### src/design/ooktx_pkg.sv
package ooktx_pkg;

  // Clock and timing.
  localparam int CLK_PERIOD_NS = 10;
  localparam int OSC_WARMUP_US = 400;
  localparam int OSC_WARMUP_CYC = OSC_WARMUP_US * 1000 / CLK_PERIOD_NS;
  localparam int SYNTH_SETTLE_US = 370;
  localparam int SYNTH_SETTLE_CYC = SYNTH_SETTLE_US * 1000 / CLK_PERIOD_NS;
  localparam int STOP_STEP_MS = 10;
  localparam int STOP_STEP_CYC = STOP_STEP_MS * 1000000 / CLK_PERIOD_NS;
  localparam int STOP_MIN_MS = 20;
  localparam int STOP_SEL_BASE = STOP_MIN_MS / STOP_STEP_MS;
  localparam int REINIT_MS = 1;
  localparam int REINIT_CYC = REINIT_MS * 1000000 / CLK_PERIOD_NS;
  // One envelope step per 2^(sel-1) cycles gives 2^(sel-1) us per ramp.
  localparam int RAMP_STEPS = 1000 / CLK_PERIOD_NS;
  localparam int RAMP_SEL_MAX = 11;

  // Counter widths.
  localparam int TIMER_W = 16;
  localparam int IDLE_W = 24;
  localparam int CAL_W = 17;
  localparam int ENV_W = 7;
  localparam int SUB_W = 10;

  // Register map, byte addresses.
  localparam int ADDR_W = 8;
  localparam logic [7:0] REG_CONFIG = 8'h00;
  localparam logic [7:0] REG_COMMAND = 8'h04;
  localparam logic [7:0] REG_STATUS = 8'h08;

  // Config field positions and reset values.
  localparam int CFG_EDGE_BIT = 0;
  localparam int CFG_STOP_LSB = 1;
  localparam int CFG_RAMP_LSB = 4;
  localparam int CFG_POWER_LSB = 8;
  localparam logic CFG_EDGE_RST = 1'b0;
  localparam logic [2:0] CFG_STOP_RST = 3'h0;
  localparam logic [3:0] CFG_RAMP_RST = 4'h0;
  localparam logic [4:0] CFG_POWER_RST = 5'h17;
  localparam logic [4:0] POWER_CODE_MAX = 5'h17;

  // Status field positions.
  localparam int STS_STATE_LSB = 0;
  localparam int STS_SERIAL_BIT = 2;
  localparam int STS_CAL_BIT = 3;
  localparam int STS_KEY_BIT = 4;
  localparam int STS_ENV_LSB = 8;

  // Serial command patterns.
  localparam logic [15:0] CMD_SERIAL_CLEAR = 16'h8d00;
  localparam logic [15:0] CMD_SERIAL_DISABLE = 16'h8d02;
  localparam logic [15:0] CMD_CORE_REINIT = 16'hbd01;

  typedef enum logic [1:0] {
    ST_DORMANT,
    ST_OSC_WARMUP,
    ST_SYNTH_SETTLE,
    ST_RADIATE
  } ooktx_state_t;

  typedef struct packed {
    logic falling_start;
    logic [2:0] stop_sel;
    logic [3:0] ramp_sel;
    logic [4:0] power_code;
  } ooktx_cfg_t;

  typedef struct packed {
    logic wr;
    logic rd;
    logic [7:0] addr;
    logic [31:0] wdata;
  } ooktx_bus_t;

endpackage

### src/design/ooktx_ramp.sv
`timescale 1ns/1ps
module ooktx_ramp
  import ooktx_pkg::*;
(
  // Clock and reset.
  input wire logic clock,
  input wire logic rst_n,
  // Control.
  input wire logic key_on,
  input wire logic clear,
  input wire logic [3:0] ramp_sel,
  // Envelope.
  output logic [ENV_W-1:0] envelope,
  output logic amp_enable
);

  localparam logic [ENV_W-1:0] ENV_MAX = ENV_W'(RAMP_STEPS);

  typedef struct packed {
    logic [ENV_W-1:0] level;
    logic [SUB_W-1:0] sub;
    logic amp_en;
  } ooktx_ramp_st_t;

  ooktx_ramp_st_t st;
  ooktx_ramp_st_t next_st;

  function automatic logic [SUB_W-1:0] step_last(input logic [3:0] sel);
    int n;
    n = (int'(sel) > RAMP_SEL_MAX) ? RAMP_SEL_MAX : int'(sel);
    step_last = SUB_W'((1 << (n - 1)) - 1);
  endfunction

  always_comb begin
    logic tick;
    tick = 1'b0;
    next_st = st;
    if (clear) begin
      next_st.level = '0;
      next_st.sub = '0;
    end else if (ramp_sel == 4'h0) begin
      next_st.level = key_on ? ENV_MAX : '0;
      next_st.sub = '0;
    end else if ((key_on && st.level != ENV_MAX) ||
                 (!key_on && st.level != '0)) begin
      tick = (st.sub == step_last(ramp_sel));
      next_st.sub = tick ? '0 : st.sub + 1'b1;
      if (tick) begin
        next_st.level = key_on ? st.level + 1'b1 : st.level - 1'b1;
      end
    end else begin
      next_st.sub = '0;
    end
    next_st.amp_en = (next_st.level != '0);
  end

  always_ff @(posedge clock or negedge rst_n) begin
    if (!rst_n) begin
      st <= '0;
    end else begin
      st <= next_st;
    end
  end

  assign envelope = st.level;
  assign amp_enable = st.amp_en;
endmodule

### src/design/ooktx_ctrl.sv
`timescale 1ns/1ps
// Functional notes
// - Four working states: dormant, oscillator warm-up, settle, radiate.
// - Dormant keeps oscillator, synthesizer and key off; data-pin edge detection and the re-initialise countdown run.
// - Configured rising or falling start edge in dormant starts warm-up.
// - Synthesizer settles about 370 us; no keying before it ends.
// - Radiate keys the amplifier on and off from the data level.
// - Data low for 20..90 ms (10 ms steps) ends transmission.
// - Core re-initialise during radiation stops transmission within 1 ms.
// - Rising mode: data ignored until settling ends; host waits.
// - Falling mode: data held low in warm-up, ignored in settle.
// - Ramp time is zero or 1..1024 us powers of two.
// - Ramp-down lasts as long as ramp-up.
// - Output power code -10..+13 dBm in 1 dB steps.
// - Serial clear command blocks start edges until serial disable.
// - Core re-initialise resets state, timers and envelope but keeps config and serial side, then dormant.
// - Serial disable command re-enables start edge detection.
module ooktx_ctrl
  import ooktx_pkg::*;
#(
  parameter int OSC_CYC = OSC_WARMUP_CYC,
  parameter int SETTLE_CYC = SYNTH_SETTLE_CYC,
  parameter int STOP_CYC = STOP_STEP_CYC,
  parameter int CAL_CYC = REINIT_CYC
) (
  // Clock and reset.
  input wire logic clock,
  input wire logic rst_n,
  // Data pin from the host.
  input wire logic data_pin,
  // Register port.
  input wire ooktx_bus_t bus,
  output logic [31:0] rdata,
  // Radio control.
  output ooktx_state_t tx_state,
  output logic osc_enable,
  output logic synth_enable,
  output logic power_amp_key,
  output logic power_amp_enable,
  output logic [ENV_W-1:0] power_amp_envelope,
  output logic [4:0] power_amp_level
);

  typedef struct packed {
    ooktx_state_t state;
    logic data_s1;
    logic data_s2;
    logic data_prev;
    logic [TIMER_W-1:0] timer;
    logic [IDLE_W-1:0] idle;
    logic [CAL_W-1:0] cal;
    logic serial_active;
    ooktx_cfg_t cfg;
    logic [31:0] rdata;
    logic key;
    logic osc_en;
    logic synth_en;
  } ooktx_ctrl_st_t;

  ooktx_ctrl_st_t st;
  ooktx_ctrl_st_t next_st;
  logic [ENV_W-1:0] env;
  logic amp_en;

  function automatic logic [IDLE_W-1:0] stop_limit(input logic [2:0] sel);
    stop_limit = IDLE_W'((int'(sel) + STOP_SEL_BASE) * STOP_CYC);
  endfunction

  function automatic logic hit(input logic wr, input logic [7:0] addr,
                               input logic [7:0] reg_addr);
    hit = wr && (addr == reg_addr);
  endfunction

  localparam logic [TIMER_W-1:0] OSC_LAST = TIMER_W'(OSC_CYC - 1);
  localparam logic [TIMER_W-1:0] SETTLE_LAST = TIMER_W'(SETTLE_CYC - 1);
  localparam logic [CAL_W-1:0] CAL_LOAD = CAL_W'(CAL_CYC);

  logic cmd_wr;
  logic cmd_clear;
  logic cmd_disable;
  logic cmd_reinit;
  logic start_edge;
  logic edge_armed;

  always_comb begin
    cmd_wr = hit(bus.wr, bus.addr, REG_COMMAND);
    cmd_clear = cmd_wr && (bus.wdata[15:0] == CMD_SERIAL_CLEAR);
    cmd_disable = cmd_wr && (bus.wdata[15:0] == CMD_SERIAL_DISABLE);
    cmd_reinit = cmd_wr && (bus.wdata[15:0] == CMD_CORE_REINIT);
    start_edge = st.cfg.falling_start ? (st.data_prev && !st.data_s2)
                                      : (!st.data_prev && st.data_s2);
    edge_armed = !st.serial_active && (st.cal == '0);
  end

  always_comb begin
    next_st = st;
    // The edge detector compares the second stage of the synchroniser with its delayed copy data_prev.
    next_st.data_s1 = data_pin;
    next_st.data_s2 = st.data_s1;
    next_st.data_prev = st.data_s2;

    if (hit(bus.wr, bus.addr, REG_CONFIG)) begin
      next_st.cfg.falling_start = bus.wdata[CFG_EDGE_BIT];
      next_st.cfg.stop_sel = bus.wdata[CFG_STOP_LSB +: 3];
      next_st.cfg.ramp_sel = bus.wdata[CFG_RAMP_LSB +: 4];
      next_st.cfg.power_code =
        (bus.wdata[CFG_POWER_LSB +: 5] > POWER_CODE_MAX) ?
        POWER_CODE_MAX : bus.wdata[CFG_POWER_LSB +: 5];
    end

    if (cmd_clear) begin
      next_st.serial_active = 1'b1;
    end
    if (cmd_disable) begin
      next_st.serial_active = 1'b0;
    end

    if (st.cal != '0) begin
      next_st.cal = st.cal - 1'b1;
    end

    case (st.state)
      ST_DORMANT: begin
        next_st.timer = '0;
        next_st.idle = '0;
        if (start_edge && edge_armed) begin
          next_st.state = ST_OSC_WARMUP;
        end
      end
      ST_OSC_WARMUP: begin
        if (st.timer == OSC_LAST) begin
          next_st.timer = '0;
          next_st.state = ST_SYNTH_SETTLE;
        end else begin
          next_st.timer = st.timer + 1'b1;
        end
      end
      ST_SYNTH_SETTLE: begin
        if (st.timer == SETTLE_LAST) begin
          next_st.timer = '0;
          next_st.idle = '0;
          next_st.state = ST_RADIATE;
        end else begin
          next_st.timer = st.timer + 1'b1;
        end
      end
      ST_RADIATE: begin
        if (st.data_s2) begin
          next_st.idle = '0;
        end else if (st.idle >= stop_limit(st.cfg.stop_sel) - 1'b1) begin
          next_st.idle = '0;
          next_st.state = ST_DORMANT;
        end else begin
          next_st.idle = st.idle + 1'b1;
        end
      end
      default: begin
        next_st.state = ST_DORMANT;
      end
    endcase

    if (cmd_reinit) begin
      next_st.state = ST_DORMANT;
      next_st.timer = '0;
      next_st.idle = '0;
      next_st.cal = CAL_LOAD;
    end

    next_st.key = (next_st.state == ST_RADIATE) && st.data_s2;
    next_st.osc_en = (next_st.state != ST_DORMANT);
    next_st.synth_en = (next_st.state == ST_SYNTH_SETTLE) ||
                       (next_st.state == ST_RADIATE);

    next_st.rdata = '0;
    if (bus.rd) begin
      case (bus.addr)
        REG_CONFIG: begin
          next_st.rdata[CFG_EDGE_BIT] = st.cfg.falling_start;
          next_st.rdata[CFG_STOP_LSB +: 3] = st.cfg.stop_sel;
          next_st.rdata[CFG_RAMP_LSB +: 4] = st.cfg.ramp_sel;
          next_st.rdata[CFG_POWER_LSB +: 5] = st.cfg.power_code;
        end
        REG_STATUS: begin
          next_st.rdata[STS_STATE_LSB +: 2] = st.state;
          next_st.rdata[STS_SERIAL_BIT] = st.serial_active;
          next_st.rdata[STS_CAL_BIT] = (st.cal != '0);
          next_st.rdata[STS_KEY_BIT] = st.key;
          next_st.rdata[STS_ENV_LSB +: ENV_W] = env;
        end
        default: begin
          next_st.rdata = '0;
        end
      endcase
    end
  end

  always_ff @(posedge clock or negedge rst_n) begin
    if (!rst_n) begin
      st.state <= ST_DORMANT;
      st.data_s1 <= 1'b0;
      st.data_s2 <= 1'b0;
      st.data_prev <= 1'b0;
      st.timer <= '0;
      st.idle <= '0;
      st.cal <= '0;
      st.serial_active <= 1'b0;
      st.cfg.falling_start <= CFG_EDGE_RST;
      st.cfg.stop_sel <= CFG_STOP_RST;
      st.cfg.ramp_sel <= CFG_RAMP_RST;
      st.cfg.power_code <= CFG_POWER_RST;
      st.rdata <= '0;
      st.key <= 1'b0;
      st.osc_en <= 1'b0;
      st.synth_en <= 1'b0;
    end else begin
      st <= next_st;
    end
  end

  ooktx_ramp u_ramp (
    .clock(clock),
    .rst_n(rst_n),
    .key_on(st.key),
    .clear(cmd_reinit),
    .ramp_sel(st.cfg.ramp_sel),
    .envelope(env),
    .amp_enable(amp_en)
  );

  assign rdata = st.rdata;
  assign tx_state = st.state;
  assign osc_enable = st.osc_en;
  assign synth_enable = st.synth_en;
  assign power_amp_key = st.key;
  assign power_amp_enable = amp_en;
  assign power_amp_envelope = env;
  assign power_amp_level = st.cfg.power_code;
endmodule

### config.mk
export PLATFORM = sky130hd
export DESIGN_NAME = ooktx_ctrl
export DESIGN_NICKNAME = d
export VERILOG_FILES = /design/src/design/ooktx_pkg.sv /design/src/design/ooktx_ramp.sv /design/src/design/ooktx_ctrl.sv
export SDC_FILE = /design/constraint.sdc
export NUM_CORES = 1
export LEC_CHECK = 0
export ABC_AREA = 0
export BUFFER_PORTS_ARGS = -buffer_cell sky130_fd_sc_hd__buf_4
export CORE_UTILIZATION = 45
export CTS_CLUSTER_SIZE = 28
export DETAILED_ROUTE_END_ITERATION = 7
export SYNTH_ARGS = -nofsm -noshare
export SYNTH_HDL_FRONTEND = slang
export SYNTH_SLANG_ARGS = --single-unit
### constraint.sdc
create_clock -name clock -period 8.4 [get_ports clock]
set_clock_uncertainty 0.2 [all_clocks]
set_input_delay 0.84 -clock clock [delete_from_list [all_inputs] [get_ports clock]]
set_output_delay 0.84 -clock clock [all_outputs]
set_load 0.01 [all_outputs]
==> results.ini <==
[outcome]
outcome = complete, no violations

[floorplan]
floorplan.initialDensity_pct = 46.5
fp.dieW_um = 133
core_area_um2 = 16700
dieHeight_um = 133
die_area_um2 = 17800
rows = 47
io-pin-count = 95

[job]
maxCapViolCount = 0

[route]
via_per_inst = 5.73
route.detailed.drc = 0
vias = 6326
detailedRoute.firstPassIterationCount = 5
iter_0_drt_violations = 340
wirelength_mm = 18.5
wl_per_cell_um = 16.7
drt.antenna.violating_nets = 0

[power]
fin_total_pwr_mw = 1.55
p_leak_nw = 3.70
vdd.ir_drop.worst_mv = 0.101
power.density_nw_per_um2 = 184

[synthesis]
cell_count_after_synthesis = 858
register_area_share_after_synthesis_pct = 36.1
syn_area_um2 = 7770
synth_enable_flop_cells = 0
ys_dominant_reg_cell = dfrtp_1
synth-seq-cells = 112
synthesis.area_per_instance_um2 = 9.05
synthDistinctLibCells = 76
yosysWarningCount = 0
postSynth.asyncResetShare_pct = 100

[clock_network]
clk_transition_reported_paths_ps = 70
post_cts_hold_buffer_count = 0
post_cts_gate_resize_count = 0
postCtsSetupBuffers = 0
deepest_level_of_the_cts_h_tree = 3
cts_tree = yes
cts_root_buf = clkbuf_16
tritoncts.num_buffers = 9
cts_num_sinks = 112
clockBufferDepth = 2
worstSkewPairLatency_ps = 350

[final_layout]
final_cell_mix = dfrtp_1, nor2_1, buf_4, nand2_1
finalNetCount = 983
drive_above_1_share_pct = 12.6
syn2layout_area_growth_pct = 8.49
non_filler_cell_area_final_um2 = 8430
insertedDiodeCount = 0
mostFrequentLayoutCell = dfrtp_1

[critical_path]
worst-r2r-cell-count = 20
worstSetupPathType = flip-flop to flip-flop
crit_arrival_ps = 6400
r2r_setup_slack_ps = 2070
crit_fanout = 13
setup.worst_path.start_class = flip-flop
critical_path_required_ps = 8470
rr_endpoint = st[75]
critical_path.reg2reg.startpoint = st[45]
critPathCaptureType = flip-flop

[grt]
wire_length_of_the_first_global_routing_pass_mm = 30.6
gr-total-overflow = 0
grt_antenna_before_repair = 0
grt_usage_pct = 21.5
via_count_of_the_first_global_routing_pass = 6174
grt_start_max_net_pins = 70

[sta]
final.min_clock_period_ps = 6330
setup_viol = 0
worst_margin_pin_slew_ps = 1120
rsz0062_at_grt = no
final_min_period_over_clock_period_pct = 75.4
finalHoldViolations = 0
final.setup.tns_ps = 0
max_transition_margin_pct = 25.3
timing_max_transition_violations_final = 0
maxClockFrequency_mhz = 158

[min_path]
min_path_cells = 0
holdCritStartpoint = next_st[107]
holdCritPathClass = flip-flop to flip-flop
hold-path-endpoint = next_st[106]

[placed_design]
gp_congestion = 0.835
placement.cell_area_um2 = 8140
place.port_buffers = 61
place_hpwl_mm = 13.7

## critical path, cell delays in order (launching register included)
cell and delay (ps):
dfrtp_1 630, inv_1 270, ha_1 470, xnor2_1 240, fa_1 480, ha_1 320
a21o_1 170, a21oi_1 240, nor2b_1 100, o21ai_0 150, nand2_1 70, a21oi_1 200
xor2_1 270, nand4_1 150, xnor2_1 260, ha_1 290, a21oi_1 200, o211ai_1 220
a21oi_1 910, a41oi_1 220, a31oi_1 190
## stage by stage
| stage | std cells | hold WS [ps] | utilization (%) | setup WS, ps |
|---|---|---|---|---|
| floorplan | 874 | 131 | - | 3320 |
| global placement | 1088 | 140 | 48.8 | 2390 |
| detailed placement | 1088 | 144 | 48.8 | 2170 |
| CTS | 1104 | 161 | 50.5 | 2100 |
| global route | 1104 | 164 | 50.5 | 1490 |
| finish | 1104 | 154 | 50.5 | 2070 |
## report_power, final
part           switching (mW)  internal, mW
Sequential             0.0669         0.580
Clock                   0.192         0.218
Combinational           0.281         0.215
Total                   0.539          1.01
## metal layers
layer / global-route usage, % / part of all wire (%) / vias up
met5: 0 / 0 / -
met4: 6.76 / 1.6 / 0
met3: 3.50 / 3.7 / 25
met2: 34.2 / 46 / 142
met1: 29.8 / 49 / 3111
li1: - / - / 3048
## cell type report
cell class                 instances  area, µm²
clock buffer                      12        256
clock inverter                     4       27.5
fill                            1564       8270
inverter                          45        169
multi-input combinational        646       4400
sequential                       112       2810
tap                              220        275
timing repair buffer              65        488
## cells in the mapped netlist (15+ instances only)
cell type,number,area (µm²)
nor4_1,20,125
xnor2_1,32,280
clkbuf_1,19,71.3
buf_4,47,353
ha_1,55,688
inv_1,45,169
nand3_1,27,135
a21o_1,26,195
xor2_1,18,158
nor2_1,87,327
o21ai_0,55,275
nor3_1,17,85.1
nand2_1,56,210
a21oi_1,38,190
dfrtp_1,108,2700
mux2i_1,15,150
## logic make-up (layout without fill, tap and decap cells)
group           Yosys count  after routing  share of synthesized area [%]
flops                   112            112                           36.1
fa+ha+maj                59             59                           9.89
xor+xnor                 50             50                           5.64
compound gates          188            188                           16.5
mux                      23             23                           3.12
simple gates            309            309                           20.5
buf+inv                 116            126                           8.09
other cells               1             17                         0.0483
## how the worst max path moves through the flow
stage	from	end	slack (ps)
final	st[45]	st[75]	2070
after floorplan	st[45]	st[78]	3320
after detailed placement	st[45]	st[75]	2170
after CTS	st[45]	st[75]	2100
after global placement	st[45]	st[75]	2390
after global routing	st[45]	st[75]	1490
## flip-flops by register name, indices dropped and copies added, names as in the netlist
register / count
next_st: 2
osc_enable: 1
power_amp_key: 1
power_amp_level: 5
rdata: 15
st: 67
synth_enable: 1
tx_state: 2
u_ramp.amp_enable: 1
u_ramp.envelope: 7
u_ramp.st: 10
Power figures use the tool's default switching activity.
